<file path="src/verilog/dtc_consts.vh">
// Constants for the converter data and trigger control block
`ifndef DTC_CONSTS_VH
`define DTC_CONSTS_VH

// Per-channel register offsets, within a 32-byte channel window
`define DTC_OFF_CTRL 5'h00
`define DTC_OFF_HOLD8 5'h04
`define DTC_OFF_LHOLD_HI 5'h08
`define DTC_OFF_LHOLD_LO 5'h0C
`define DTC_OFF_RHOLD_HI 5'h10
`define DTC_OFF_RHOLD_LO 5'h14
`define DTC_OFF_DOUT 5'h18

// Channel window select and shared registers
`define DTC_CH_BIT 5
`define DTC_WIN_HI 7
`define DTC_WIN_LO 6
`define DTC_WIN_CH 2'h0
`define DTC_ADDR_SOFTWARE_TRIGGER_SOURCE 8'h40

// Control register fields
`define DTC_CTRL_EN 0
`define DTC_CTRL_OUTPUT_BUFFER_OFF 1
`define DTC_CTRL_TEN 2
`define DTC_CTRL_TRIGGER_SELECT_LO 3
`define DTC_CTRL_TRIGGER_SELECT_HI 5
`define DTC_CTRL_ACTIVE 8

// Trigger select codes
`define DTC_TRIGGER_SELECT_TIM_A 3'h0
`define DTC_TRIGGER_SELECT_TIM_B 3'h1
`define DTC_TRIGGER_SELECT_PIN 3'h2
`define DTC_TRIGGER_SELECT_SW 3'h7
`define DTC_TRIGGER_SELECT_RESET 3'h0

// Synchronised trigger source indices
`define DTC_SRC_TIM_A 0
`define DTC_SRC_TIM_B 1
`define DTC_SRC_PIN 2
`define DTC_NUM_SRC 3

// Reset values
`define DTC_HOLD_RESET 12'h000
`define DTC_NIB_ZERO 4'h0
`define DTC_WORD_ZERO 32'h00000000

// Wake-up delay after channel enable
`define DTC_CLK_PERIOD_NS 100
`define DTC_T_WAKEUP_NS 10000
`define DTC_WAKE_CYCLES ((`DTC_T_WAKEUP_NS + `DTC_CLK_PERIOD_NS - 1) / `DTC_CLK_PERIOD_NS)
`define DTC_WAKE_W 8

`endif

</file>
<file path="src/verilog/dtc_trig_sync.v">
// Two-stage synchroniser and rising-edge detector for hardware trigger sources
`default_nettype none
`include "dtc_consts.vh"

module dtc_trig_sync (
    // Clock and reset
    input wire i_clk,
    input wire i_rstn,
    // Raw trigger sources
    input wire [`DTC_NUM_SRC-1:0] i_trig,
    // One-cycle rising-edge pulses
    output reg [`DTC_NUM_SRC-1:0] o_rise
);

    reg [`DTC_NUM_SRC-1:0] sync_a;
    reg [`DTC_NUM_SRC-1:0] sync_b;
    reg [`DTC_NUM_SRC-1:0] sync_prev;

    genvar s;
    generate
        for (s = 0; s < `DTC_NUM_SRC; s = s + 1) begin : g_src
            // Only sync_b reads sync_a; the edge detector looks at later stages
            always @(posedge i_clk or negedge i_rstn) begin
                if (!i_rstn) begin
                    sync_a[s] <= 1'b0;
                    sync_b[s] <= 1'b0;
                    sync_prev[s] <= 1'b0;
                    o_rise[s] <= 1'b0;
                end else begin
                    sync_a[s] <= i_trig[s];
                    sync_b[s] <= sync_a[s];
                    sync_prev[s] <= sync_b[s];
                    o_rise[s] <= sync_b[s] & ~sync_prev[s];
                end
            end
        end
    endgenerate

endmodule // dtc_trig_sync

`default_nettype wire

</file>
<file path="src/verilog/dtc_top.v">
// Two-channel converter data formatting and trigger control with an APB slave
//
// Summary of operation
// - Each channel has a control bit switching its output buffer off.
// - Eight-bit holding byte becomes conversion bits 11 to 4.
// - Left-aligned: high byte gives bits 11:4, low byte bits 7:4 give 3:0.
// - Right-aligned: high byte bits 3:0 give 11:8, low byte gives 7:0.
// - Conversion starts by copying holding data into the output data pair.
// - Triggers off: writing the eight-bit holding register transfers at once.
// - Triggers off, 12-bit data: low-byte write transfers, high-byte write does not.
// - Triggers on: transfer happens only on the selected trigger event.
// - Select 000 timer A, 001 timer B, 010 pin, 111 software; rest reserved.
// - Software sets its trigger bit; device then starts the conversion.
// - Device clears the software trigger bit once output data is loaded.
// - Timer and pin triggers pass two-stage sync; rising edge only triggers.
// - Trigger select cannot change while the channel is enabled.
// - Conversions only after enable plus a wake-up delay.
`default_nettype none
`include "dtc_consts.vh"

module dtc_top (
    // Clock and reset
    input wire i_clk,
    input wire i_rstn,
    // APB slave
    input wire i_psel,
    input wire i_penable,
    input wire i_pwrite,
    input wire [7:0] i_paddr,
    input wire [31:0] i_pwdata,
    output wire o_pready,
    output reg [31:0] o_prdata,
    output reg o_pslverr,
    // Trigger sources
    input wire i_timer_a_trigger_out,
    input wire i_timer_b_trigger_out,
    input wire i_external_trigger_pin,
    // Converter side, channel 0 in the low half
    output wire [23:0] o_output_data_pair,
    output wire [1:0] o_output_buffer_off,
    output wire [1:0] o_channel_enable,
    output wire [1:0] o_channel_active
);

    localparam NCH = 2;
    localparam integer WAKE_LAST = `DTC_WAKE_CYCLES - 1;

    wire setup_ph;
    wire wr_acc;
    wire win_ok;
    wire sw_hit;
    wire [`DTC_NUM_SRC-1:0] rise;
    wire [NCH-1:0] load_v;
    wire [NCH-1:0] sw_sel_v;
    wire [NCH-1:0] hit_v;
    wire [NCH*32-1:0] rd_v;
    reg [NCH-1:0] sw_trig;
    reg [NCH-1:0] next_sw_trig;
    reg [31:0] next_rdata;
    reg next_err;

    // Zero wait states: read data is captured during setup
    assign o_pready = 1'b1;
    assign setup_ph = i_psel & ~i_penable;
    assign wr_acc = i_psel & i_penable & i_pwrite;
    assign win_ok = (i_paddr[`DTC_WIN_HI:`DTC_WIN_LO] == `DTC_WIN_CH);
    assign sw_hit = (i_paddr == `DTC_ADDR_SOFTWARE_TRIGGER_SOURCE);

    dtc_trig_sync u_sync (
        .i_clk(i_clk),
        .i_rstn(i_rstn),
        .i_trig({i_external_trigger_pin, i_timer_b_trigger_out, i_timer_a_trigger_out}),
        .o_rise(rise)
    );

    genvar c;
    generate
        for (c = 0; c < NCH; c = c + 1) begin : g_ch
            wire ch_sel;
            wire [4:0] off;
            wire wr_ctrl;
            wire wr_h8;
            wire wr_lhi;
            wire wr_llo;
            wire wr_rhi;
            wire wr_rlo;
            wire data_wr;
            wire low_wr;
            reg en;
            reg output_buffer_off;
            reg trigger_enable;
            reg [2:0] trigger_select;
            reg active;
            reg [`DTC_WAKE_W-1:0] wake_cnt;
            reg [11:0] hold;
            reg [11:0] next_hold;
            reg [11:0] dout;
            reg trig_evt;
            reg [31:0] rd;

            assign ch_sel = win_ok & (i_paddr[`DTC_CH_BIT] == (c != 0));
            assign off = i_paddr[4:0];
            assign hit_v[c] = ch_sel & (off == `DTC_OFF_CTRL || off == `DTC_OFF_HOLD8 ||
                off == `DTC_OFF_LHOLD_HI || off == `DTC_OFF_LHOLD_LO ||
                off == `DTC_OFF_RHOLD_HI || off == `DTC_OFF_RHOLD_LO ||
                off == `DTC_OFF_DOUT);
            assign wr_ctrl = wr_acc & ch_sel & (off == `DTC_OFF_CTRL);
            assign wr_h8 = wr_acc & ch_sel & (off == `DTC_OFF_HOLD8);
            assign wr_lhi = wr_acc & ch_sel & (off == `DTC_OFF_LHOLD_HI);
            assign wr_llo = wr_acc & ch_sel & (off == `DTC_OFF_LHOLD_LO);
            assign wr_rhi = wr_acc & ch_sel & (off == `DTC_OFF_RHOLD_HI);
            assign wr_rlo = wr_acc & ch_sel & (off == `DTC_OFF_RHOLD_LO);
            assign data_wr = wr_h8 | wr_lhi | wr_llo | wr_rhi | wr_rlo;
            assign low_wr = wr_h8 | wr_llo | wr_rlo;

            // Holding word seen after this cycle's write, in 12-bit form
            always @* begin
                next_hold = hold;
                if (wr_h8) begin
                    next_hold = {i_pwdata[7:0], `DTC_NIB_ZERO};
                end else if (wr_lhi) begin
                    next_hold[11:4] = i_pwdata[7:0];
                end else if (wr_llo) begin
                    next_hold[3:0] = i_pwdata[7:4];
                end else if (wr_rhi) begin
                    next_hold[11:8] = i_pwdata[3:0];
                end else if (wr_rlo) begin
                    next_hold[7:0] = i_pwdata[7:0];
                end
            end

            // Selected trigger; reserved codes never fire
            always @* begin
                case (trigger_select)
                    `DTC_TRIGGER_SELECT_TIM_A: trig_evt = rise[`DTC_SRC_TIM_A];
                    `DTC_TRIGGER_SELECT_TIM_B: trig_evt = rise[`DTC_SRC_TIM_B];
                    `DTC_TRIGGER_SELECT_PIN: trig_evt = rise[`DTC_SRC_PIN];
                    `DTC_TRIGGER_SELECT_SW: trig_evt = sw_trig[c];
                    default: trig_evt = 1'b0;
                endcase
            end

            assign sw_sel_v[c] = (trigger_select == `DTC_TRIGGER_SELECT_SW);
            // Data writes only transfer with triggers off; triggers only with them on
            assign load_v[c] = active & (trigger_enable ? trig_evt : low_wr);

            always @(posedge i_clk or negedge i_rstn) begin
                if (!i_rstn) begin
                    en <= 1'b0;
                    output_buffer_off <= 1'b0;
                    trigger_enable <= 1'b0;
                    trigger_select <= `DTC_TRIGGER_SELECT_RESET;
                end else if (wr_ctrl) begin
                    en <= i_pwdata[`DTC_CTRL_EN];
                    output_buffer_off <= i_pwdata[`DTC_CTRL_OUTPUT_BUFFER_OFF];
                    trigger_enable <= i_pwdata[`DTC_CTRL_TEN];
                    // Select is frozen while the channel is enabled, including the write that disables it
                    if (!en) begin
                        trigger_select <= i_pwdata[`DTC_CTRL_TRIGGER_SELECT_HI:`DTC_CTRL_TRIGGER_SELECT_LO];
                    end
                end
            end

            // Wake-up counter restarts on every enable; disable drops active at once
            always @(posedge i_clk or negedge i_rstn) begin
                if (!i_rstn) begin
                    wake_cnt <= {`DTC_WAKE_W{1'b0}};
                    active <= 1'b0;
                end else if (!en || (wr_ctrl && !i_pwdata[`DTC_CTRL_EN])) begin
                    // Falls with the enable bit, so no load slips through a disabled cycle
                    wake_cnt <= {`DTC_WAKE_W{1'b0}};
                    active <= 1'b0;
                end else if (!active) begin
                    if (wake_cnt == WAKE_LAST[`DTC_WAKE_W-1:0]) begin
                        active <= 1'b1;
                    end else begin
                        wake_cnt <= wake_cnt + 1'b1;
                    end
                end
            end

            always @(posedge i_clk or negedge i_rstn) begin
                if (!i_rstn) begin
                    hold <= `DTC_HOLD_RESET;
                    dout <= `DTC_HOLD_RESET;
                end else begin
                    if (data_wr) begin
                        hold <= next_hold;
                    end
                    // Write-triggered loads take the value written in the same cycle
                    if (load_v[c]) begin
                        dout <= next_hold;
                    end
                end
            end

            always @* begin
                rd = `DTC_WORD_ZERO;
                if (off == `DTC_OFF_CTRL) begin
                    rd[`DTC_CTRL_EN] = en;
                    rd[`DTC_CTRL_OUTPUT_BUFFER_OFF] = output_buffer_off;
                    rd[`DTC_CTRL_TEN] = trigger_enable;
                    rd[`DTC_CTRL_TRIGGER_SELECT_HI:`DTC_CTRL_TRIGGER_SELECT_LO] = trigger_select;
                    rd[`DTC_CTRL_ACTIVE] = active;
                end else if (off == `DTC_OFF_HOLD8) begin
                    rd[7:0] = hold[11:4];
                end else if (off == `DTC_OFF_LHOLD_HI) begin
                    rd[7:0] = hold[11:4];
                end else if (off == `DTC_OFF_LHOLD_LO) begin
                    rd[7:4] = hold[3:0];
                end else if (off == `DTC_OFF_RHOLD_HI) begin
                    rd[3:0] = hold[11:8];
                end else if (off == `DTC_OFF_RHOLD_LO) begin
                    rd[7:0] = hold[7:0];
                end else if (off == `DTC_OFF_DOUT) begin
                    rd[11:0] = dout;
                end
            end

            assign rd_v[c*32 +: 32] = rd;
            assign o_output_data_pair[c*12 +: 12] = dout;
            assign o_output_buffer_off[c] = output_buffer_off;
            assign o_channel_enable[c] = en;
            assign o_channel_active[c] = active;
        end
    endgenerate

    // Software trigger bits: a new set in the clearing cycle is kept
    always @* begin
        next_sw_trig = sw_trig;
        next_sw_trig = next_sw_trig & ~(load_v & sw_sel_v);
        if (wr_acc & sw_hit) begin
            next_sw_trig = next_sw_trig | i_pwdata[NCH-1:0];
        end
    end

    always @(posedge i_clk or negedge i_rstn) begin
        if (!i_rstn) begin
            sw_trig <= {NCH{1'b0}};
        end else begin
            sw_trig <= next_sw_trig;
        end
    end

    // Read mux and unmapped-address error, registered at the setup edge
    always @* begin
        next_rdata = `DTC_WORD_ZERO;
        next_err = 1'b0;
        if (sw_hit) begin
            next_rdata[NCH-1:0] = sw_trig;
        end else if (hit_v[0]) begin
            next_rdata = rd_v[31:0];
        end else if (hit_v[1]) begin
            next_rdata = rd_v[63:32];
        end else begin
            next_err = 1'b1;
        end
    end

    always @(posedge i_clk or negedge i_rstn) begin
        if (!i_rstn) begin
            o_prdata <= `DTC_WORD_ZERO;
            o_pslverr <= 1'b0;
        end else if (setup_ph) begin
            o_prdata <= next_rdata;
            o_pslverr <= next_err;
        end
    end

endmodule // dtc_top

`default_nettype wire

</file>
<file path="config.mk">
export PLATFORM = sky130hd
export DESIGN_NAME = dtc_top
export DESIGN_NICKNAME = d
export VERILOG_FILES = /design/src/verilog/dtc_trig_sync.v /design/src/verilog/dtc_top.v
export VERILOG_INCLUDE_DIRS = /design/src /design/src/verilog
export SDC_FILE = /design/constraint.sdc
export NUM_CORES = 1
export LEC_CHECK = 0
export ABC_AREA = 1
export BUFFER_PORTS_ARGS = -buffer_cell sky130_fd_sc_hd__buf_2
export CORE_ASPECT_RATIO = 0.75
export CORE_UTILIZATION = 40
export CTS_CLUSTER_SIZE = 30
export DETAILED_ROUTE_END_ITERATION = 6
export PLACE_DENSITY = 0.71
export REMOVE_ABC_BUFFERS = 1
export SYNTH_ARGS = -nofsm -noshare
export SYNTH_HDL_FRONTEND = slang
export SYNTH_SLANG_ARGS = --single-unit
</file>
<file path="constraint.sdc">
create_clock -name i_clk -period 1.41 [get_ports i_clk]
set_clock_uncertainty 0.05 [all_clocks]
set_input_delay 0.2115 -clock i_clk [delete_from_list [all_inputs] [get_ports i_clk]]
set_output_delay 0.2115 -clock i_clk [all_outputs]
set_load 0.03 [all_outputs]
</file>
==> results.yml, run 1 <==
run_status:
  status: "finished, violations left"
  violations: "negative setup slack"
route:
  drtIter0Drc: 578
  drtAntennaViolNets: 0
  viasPerCell: 5.09
  wl_per_cell_um: 15.6
  drc: 0
  drt-total-wl_um: 17900
  via_count: 5851
  drtPass1Iterations: 6
final_layout:
  nFillCells: 1408
  multi_input_area_mm2: 0.00300
  synthToLayoutAreaGrowth_pct: 28.0
  antennaDiodeCount: 0
  regArea_mm2: 0.00263
  final_common_cell: "nand2_1"
  layout_common_cells: "260 x nand2_1, 104 x dfrtp_1, 85 x buf_4"
  finalNetCount: 995
  layout-drive-gt1-share: 0.286
cts:
  clockRootBuffer: "clkbuf_16"
  cts_tree: "built"
  clk_latency_ps: 350
  cts_buffers: 9
  htreeDepth: 3
  cts_buffer_depth: 2
  cts.sinks: 105
  cts.clk_slew.worst_paths_ps: 70
critical_path:
  worstSetupStartpointType: "flip-flop"
  crit_fanout: 6
  rrSetupSlack_ps: -40
  path_class: "flip-flop to flip-flop"
  worstPathRequired_ps: 1600
  rr_endpoint: "g_ch[0].dout[8]$_DFFE_PN0N_"
  endpoint_kind: "flip-flop"
  rr_worst_depth: 12
  crit_arrival_ps: 1640
  r2r_start: "u_sync.o_rise[0]$_DFF_PN0_"
min_path:
  min_path_cells: 3
  min_from: "i_pwdata[1]"
  hold_class: "input pin to flip-flop"
  whs_endpoint: "sw_trig[1]$_DFF_PN0_"
synth:
  netlist_area_mm2: 0.00600
  avgSynthCellArea_um2: 7.55
  yosys_warnings: 0
  postSynthCellCount: 795
  ys_seq_elements: 105
  yosysSeqAreaShare: 0.438
  ys_types: 39
grt:
  grtUsageTotal: 0.235
  grt_overflow: 0
  grt_pass1_wl_um: 27600
  antenna_found_initial: 0
  grt_max_degree: 57
  first_global_vias: 5219
floorplanning:
  io_pins: 112
  die_area_mm2: 0.0155
  core_mm2: 0.0145
  die_w_um: 143
  row_count: 38
  start_util: 0.412
  dieHeight_um: 108
power:
  leakage_uw: 0.00409
  powerDensity_mw_per_mm2: 830
  total_power_uw: 6370
  irDropWorstVdd_mv: 0.556
sta:
  rsz0062_at_grt: "true"
  hold_violations: 0
  fin_crit_ps: 1450
  slew_violations: 0
  fmax_mhz: 690
  fin_crit_sh: 1.03
  worst_slack_ps: -40.0
  setup_viol: 22
flow_run:
  drv_cap: 0
place:
  port_buffers: 66
  routabilityCongestion: 0.950
  dpl_worst_slack_ps: -310
  hpwl_um: 13100
==> synthesized netlist by cell type, drive strengths merged <==
cell type	instances	area [um^2]
o21bai	1	7.51
ha	2	25.0
buf	45	344
and3	1	6.26
nand4	3	18.8
nor4	2	12.5
nand2	285	1120
nor2	77	354
o211ai	11	82.6
clkbuf	2	7.51
a41oi	1	8.76
o21ai	43	234
a21oi	37	189
a31oi	12	118
or2	2	12.5
nand3b	3	22.5
dfrtp	105	2630
xor2	6	52.6
clkinv	2	7.51
o22ai	5	62.6
inv	77	289
nand3	59	310
nor3	7	46.3
conb	2	7.51
o31ai	5	37.5
==> how the worst max path moves through the flow <==
stage | start | endpoint | slack [ps] | cells after the start
5_1_grt | u_sync.o_rise[0]$_DFF_PN0_ | g_ch[0].dout[2]$_DFFE_PN0N_ | -160 | 12
3_3_place_gp | i_paddr[1] | g_ch[1].dout[11]$_DFFE_PN0N_ | -290 | 10
4_1_cts | u_sync.o_rise[0]$_DFF_PN0_ | g_ch[0].dout[8]$_DFFE_PN0N_ | -40 | 12
3_5_place_dp | i_paddr[1] | g_ch[1].dout[11]$_DFFE_PN0N_ | -310 | 10
2_1_floorplan | i_paddr[1] | o_prdata[5]$_DFFE_PN0P_ | -400 | 11
6_report | u_sync.o_rise[0]$_DFF_PN0_ | g_ch[0].dout[8]$_DFFE_PN0N_ | -40 | 12
==> per-stage QoR <==
stage / area [um^2] / hold WS, ps / utilization / cells / setup TNS [ps]
after floorplan: 5720 / -134 / - / 767 / -7880
after global placement: 6970 / 179 / 0.479 / 1114 / -15280
after detailed placement: 6970 / 181 / 0.479 / 1114 / -17450
after CTS: 7330 / 90.9 / 0.504 / 1134 / -304
after global routing: 7680 / 126 / 0.528 / 1150 / -3110
final: 7680 / 114 / 0.528 / 1150 / -430
==> cells by family (layout without fill, tap and decap cells) <==
family,Yosys count,after routing,share of synthesized area
xor+xnor,6,6,0.00876
flops,105,105,0.438
simple gates,439,440,0.317
other cells,2,21,0.00125
buf+inv,126,261,0.108
compound gates,115,115,0.123
fa+ha+maj,2,2,0.00417
==> area by class of cell <==
| class | count | share of cell area |
|---|---|---|
| tap | 200 | 0.0326 |
| inverter | 79 | 0.0406 |
| clock inverter | 5 | 0.00733 |
| clock buffer | 11 | 0.0303 |
| timing repair buffer | 166 | 0.156 |
| multi-input combinational | 584 | 0.391 |
| sequential | 105 | 0.342 |
==> state kept, by name, summed over array words and instances (netlist names), 3 cells and up <==
signal / count
g_ch.dout: 24
g_ch.hold: 24
g_ch.trigger_select: 6
g_ch.wake_cnt: 16
o_prdata: 12
u_sync.o_rise: 3
u_sync.sync_a: 3
u_sync.sync_b: 3
u_sync.sync_prev: 3
==> worst max-delay path: stages, from the launching register on <==
cell and delay (ps):
dfrtp_1 400, buf_6 120, inv_2 30, nand2_1 40, nand3_1 60, nand2_1 70, nand2_2 70, nand3_2 90
nand3_4 100, inv_6 50, clkbuf_16 150, nand2_2 60, nand2_1 50
==> metal layers <==
layer	share of wire	GRT usage
met2	0.43	0.341
met1	0.48	0.359
met5	0	0
met3	0.086	0.0425
met4	0.013	0.0532
==> repair_timing <==
action                                  CTS  global route
setup buffers                             0            14
hold buffers                              4             0
resized for setup                         8            61
endpoints found under the setup margin   24            47
gates cloned                              0             2
pin swaps                                 0            30
endpoints found under the hold margin   108             0
==> where the power goes <==
| group | leakage, uW | switching (uW) | internal [uW] | total (uW) |
|---|---|---|---|---|
| registers | 0.00140 | 53.9 | 3080 | 3130 |
| logic | 0.00255 | 481 | 228 | 708 |
| clock network | 0.000139 | 1150 | 1380 | 2530 |
No activity file was read; power rests on OpenSTA's default activity.
==> inputs of run 2 (changes only) <==
- RECOVER_POWER: unset -> 50
==> run 2 against run 1 <==
Net effect: the flow finishes with violations (design-rule violations, negative setup slack); die area did not move; maximum frequency up 0.12%; total power decreased by 0.13%; hold slack worse by 1.1 ps; final cell count did not move; largest power group unchanged; highest routed layer unchanged.
==> results.yml, run 2 (synthesized netlist as in run 1, its figures left out) <==
flow_run:
  drv_cap: 0
run_status:
  status: "finished, violations left"
  violations: "design-rule violations, negative setup slack"
power:
  switching_share: 0.266
  irDropWorstVdd_mv: 0.555
  seq_power_share: 0.492
  clkPwrFrac: 0.398
  p_int_uw: 4680
  combPwrFrac: 0.110
  leakage_uw: 0.00408
  powerDensity_mw_per_mm2: 832
  p_sw_uw: 1690
cts:
  htreeDepth: 3
  cts_buffers: 9
  clk_latency_ps: 350
  cts_buffer_depth: 2
  clockRootBuffer: "clkbuf_16"
  cts.sinks: 105
  cts_tree: "built"
  cts.clk_slew.worst_paths_ps: 70
floorplanning:
  core_mm2: 0.0145
  die_w_um: 143
  die_area_mm2: 0.0155
  start_util: 0.412
  dieHeight_um: 108
  io_pins: 112
  row_count: 38
grt:
  grtUsageTotal: 0.235
  met1_usage: 0.359
  first_global_vias: 5219
  grt_overflow: 0
  top_usage_layer: "met1"
  grtUsageMet2: 0.341
  antenna_found_initial: 0
  met3_usage: 0.0425
  grt_pass1_wl_um: 27600
  grt_max_degree: 57
route:
  drtIter0Drc: 578
  viasPerCell: 5.10
  wl_per_cell_um: 15.6
  drtAntennaViolNets: 0
  drc: 3
  via_count: 5867
  drt-total-wl_um: 17900
  drtPass1Iterations: 7
final_layout:
  final_common_cell: "nand2_1"
  layout_common_cells: "260 x nand2_1, 104 x dfrtp_1, 84 x buf_4"
  regArea_mm2: 0.00263
  final_core_util: 0.526
  synthToLayoutAreaGrowth_pct: 27.5
  finalNetCount: 995
  nFillCells: 1412
  reg_top3: "g_ch.dout: 24 flops, g_ch.hold: 24 flops, g_ch.wake_cnt: 16 flops"
  multi_input_area_mm2: 0.00300
  layout-drive-gt1-share: 0.285
  antennaDiodeCount: 0
place:
  routabilityCongestion: 0.950
  dpl_worst_slack_ps: -310
  hpwl_um: 13100
  port_buffers: 66
sta:
  timing.setup.tns_ps: -423
  slew_violations: 0
  fin_crit_sh: 1.03
  fin_crit_ps: 1450
  relSlewSlack: 0.465
  tightest_slew_ps: 802
  setup_viol: 22
  worst_slack_ps: -38.3
  fmax_mhz: 690
  rsz0062_at_grt: "true"
  hold_violations: 0
critical_path:
  path_class: "flip-flop to flip-flop"
  slowest_stage: "dfrtp_1"
  worstPathRequired_ps: 1610
  crit_path_max_incr_delay_ps: 400
  crit_path_frequent_cell: "nand2_1"
  path_cells: "buf_6 > inv_2 > nand2_1 > nand3_1 > nand2_1 > nand2_2 > nand3_2 > nand3_4 > inv_6 > clkbuf_16 > nand3_1 > nand2_1"
  endpoint_kind: "flip-flop"
  worstSetupStartpointType: "flip-flop"
  rrSetupSlack_ps: -40
  crit_arrival_ps: 1640
  crit_fanout: 6
min_path:
  hold_class: "input pin to flip-flop"
run 2: final timing paths:
kind | startpoint | endpoint | cells past startpoint
max reg2reg | u_sync.o_rise[0]$_DFF_PN0_ | g_ch[0].dout[2]$_DFFE_PN0N_ | 12
min | i_pwdata[1] | sw_trig[1]$_DFF_PN0_ | 3
min in group asynchronous | i_rstn | u_sync.sync_a[2]$_DFF_PN0_ | 3
max | u_sync.o_rise[0]$_DFF_PN0_ | g_ch[0].dout[2]$_DFFE_PN0N_ | 12
max in group asynchronous | i_rstn | g_ch[1].trigger_select[1]$_DFFE_PN0P_ | 3
min reg2reg | u_sync.sync_a[1]$_DFF_PN0_ | u_sync.sync_b[1]$_DFF_PN0_ | 0
run 2: critical path: cells and delay by family (launching register included):
| family | cells | cell delay, ps |
|---|---|---|
| flops | 1 | 400 |
| buf+inv | 4 | 350 |
| simple gates | 8 | 540 |
run 2: final cells by class:
cell class,instances,share of cell area
clock buffer,11,0.0304
inverter,79,0.0407
sequential,105,0.344
tap,200,0.0327
multi-input combinational,584,0.392
clock inverter,5,0.00736
timing repair buffer,166,0.153
run 2: timing repair:
item                                    CTS  global route
hold buffers                              4             0
pin swaps                                 0            30
setup buffers                             0            14
endpoints found under the setup margin   24            47
resized for setup                         8            61
gates cloned                              0             2
hold endpoints to repair                108             0
run 2: per-stage QoR:
step	cell area, um^2	power [uW]	instances	hold WS, ps
after floorplan	5720	3500	767	-134
after global placement	6970	3820	1114	179
after detailed placement	6970	3830	1114	181
after CTS	7330	6340	1134	90.9
after global routing	7650	6570	1150	126
final	7650	6370	1150	113
run 2: per-layer routing:
layer,vias to the layer above,part of all wire
met2,248,0.42
li1,2808,-
met4,0,0.013
met1,2785,0.48
met3,26,0.082
met5,-,0
run 2: power by group through the flow:
stage	clock network (uW)	registers, uW	logic [uW]
after floorplan	0	3190	303
after global placement	0	3190	634
after detailed placement	0	3190	642
after CTS	2560	3130	654
after global routing	2670	3140	756
final	2530	3130	698
==> inputs of run 3 (changes only) <==
- CORE_UTILIZATION: 40 -> 46
==> run 3 against run 2 <==
Net effect: the flow finishes with violations (negative setup slack); worst setup slack gained 5.5 ps; flip-flop and latch count is the same; sequential share of layout area shrank 0.058 points; critical path type unchanged; clock power grew 4%; utilization grew 8.9 points; critical path depth shrank 1; first-iteration DRC count shrank 16%; die area shrank 13%; sequential power is essentially flat.
==> results.yml, run 3 (synthesized netlist as in run 1, its figures left out) <==
cts:
  cts_buffers: 9
  cts_tree: "built"
  htreeDepth: 3
  cts.clk_slew.worst_paths_ps: 70
  clockRootBuffer: "clkbuf_16"
  cts_buffer_depth: 2
  clk_latency_ps: 350
  cts.sinks: 105
route:
  via_count: 5815
  drc: 0
  viasPerCell: 5.22
  wl_per_cell_um: 16.1
  drtPass1Iterations: 5
  drtIter0Drc: 486
  drt-total-wl_um: 18000
  drtAntennaViolNets: 0
final_layout:
  synthToLayoutAreaGrowth_pct: 28.0
  final_area_mm2: 0.00768
  nFillCells: 1117
  final_common_cell: "nand2_1"
  fin_cells: 1114
  layout-drive-gt1-share: 0.303
  multi_input_area_mm2: 0.00304
  reg_top3: "g_ch.dout: 24 flops, g_ch.hold: 24 flops, g_ch.wake_cnt: 16 flops"
  antennaDiodeCount: 0
  layout_common_cells: "251 x nand2_1, 100 x dfrtp_1, 82 x buf_4"
  regArea_mm2: 0.00263
  finalNetCount: 993
flow_run:
  drv_cap: 0
sta:
  tightest_slew_ps: 631
  slew_violations: 0
  hold_violations: 0
  fin_crit_sh: 1.02
  fin_crit_ps: 1440
  setup_viol: 22
  worst_slack_ps: -32.8
  fmax_mhz: 693
  relSlewSlack: 0.579
  rsz0062_at_grt: "true"
min_path:
  min_path_cells: 3
  hold_class: "input pin to flip-flop"
run_status:
  violations: "negative setup slack"
  status: "finished, violations left"
power:
  leakage_uw: 0.00407
  powerDensity_mw_per_mm2: 839
  irDropWorstVdd_mv: 0.614
floorplanning:
  start_util: 0.481
  io_pins: 112
  die_w_um: 134
  dieHeight_um: 101
  core_mm2: 0.0125
  die_area_mm2: 0.0135
  row_count: 35
critical_path:
  crit_path_max_incr_delay_ps: 450
  endpoint_kind: "flip-flop"
  worst-path-stages: 11
  path_cells: "inv_2 > nand2_2 > nand3_2 > nand2_2 > nand2_2 > nand3_2 > nand3_4 > inv_6 > clkbuf_16 > nand2_2 > nand2_1"
  path_class: "flip-flop to flip-flop"
  rr_worst_depth: 11
  rrSetupSlack_ps: -30
  crit_fanout: 6
  crit_path_frequent_cell: "nand2_2"
  crit_arrival_ps: 1630
  path_delay_family: "simple AND/OR/NAND/NOR gates"
  worstPathRequired_ps: 1600
  slowest_stage: "dfrtp_2"
  worstSetupStartpointType: "flip-flop"
  critPathBufInv: 3
place:
  placed_cells: 1083
  place_area_mm2: 0.00695
  routabilityCongestion: 1.07
  hpwl_um: 13300
  port_buffers: 66
  dpl_worst_slack_ps: -291
grt:
  grt_overflow: 0
  grtUsageTotal: 0.277
  grt_max_degree: 45
  grt_pass1_wl_um: 28300
  first_global_vias: 5393
  antenna_found_initial: 0
## run 3: cell count changes in the layout (fill, tap and decap cells not counted), sizes merged
cell | before | now
buf | 158 | 156
clkinvlp | 1 | 0
inv | 78 | 80
nand2 | 286 | 285
## run 3: tightest hold or removal path, delay by kind of cell
| kind | cells | cell delay, ps |
|---|---|---|
| simple gates | 2 | 160 |
| buf+inv | 1 | 140 |
## run 3: layer usage
| metal | part of all wire | GRT usage | vias to the layer above |
|---|---|---|---|
| met5 | 0 | 0 | - |
| met4 | 0.016 | 0.0752 | 0 |
| met3 | 0.095 | 0.0628 | 30 |
| met2 | 0.42 | 0.413 | 295 |
| met1 | 0.46 | 0.401 | 2684 |
| li1 | - | - | 2806 |
## run 3: worst paths after layout
kind | start | to
hold reg to reg | u_sync.sync_a[0]$_DFF_PN0_ | u_sync.sync_b[0]$_DFF_PN0_
setup reg to reg | g_ch[0].trigger_select[0]$_DFFE_PN0P_ | g_ch[0].dout[11]$_DFFE_PN0N_
max in group asynchronous | i_rstn | g_ch[1].wake_cnt[5]$_DFFE_PN0P_
setup / recovery | g_ch[0].trigger_select[0]$_DFFE_PN0P_ | g_ch[0].dout[11]$_DFFE_PN0N_
hold / removal | i_pwdata[1] | sw_trig[1]$_DFF_PN0_
min in group asynchronous | i_rstn | u_sync.sync_a[1]$_DFF_PN0_
## run 3: stage by stage
stage / hold slack, ps / utilization / setup TNS (ps) / power (uW)
floorplan: -134 / - / -7880 / 3500
global placement: -20.5 / 0.557 / -14380 / 3830
detailed placement: -22.1 / 0.557 / -16100 / 3830
CTS: 107 / 0.590 / -88.8 / 6440
global route: 134 / 0.615 / -2360 / 6670
finish: 149 / 0.615 / -320 / 6440
## run 3: what timing repair did
| item | in CTS | in global routing |
|---|---|---|
| buffers inserted | 1 | 8 |
| hold buffers | 4 | 0 |
| hold endpoints to repair | 108 | 0 |
| setup endpoints to repair | 27 | 55 |
| cloned | 0 | 2 |
| pin swaps | 0 | 29 |
| gates resized for setup | 15 | 70 |
## run 3: report_power, final
| group | total [uW] | switching, uW | leakage (uW) | internal, uW |
|---|---|---|---|---|
| logic | 681 | 468 | 0.00252 | 214 |
| registers | 3130 | 52.8 | 0.00139 | 3080 |
| clock network | 2630 | 1180 | 0.000155 | 1450 |
| total | 6440 | 1700 | 0.00407 | 4740 |
## run 3: area by class of cell
class                      count  share of cell area
inverter                      79              0.0399
clock buffer                  10              0.0311
sequential                   105               0.343
timing repair buffer         165               0.153
clock inverter                 6             0.00945
multi-input combinational    583               0.396
tap                          166              0.0270
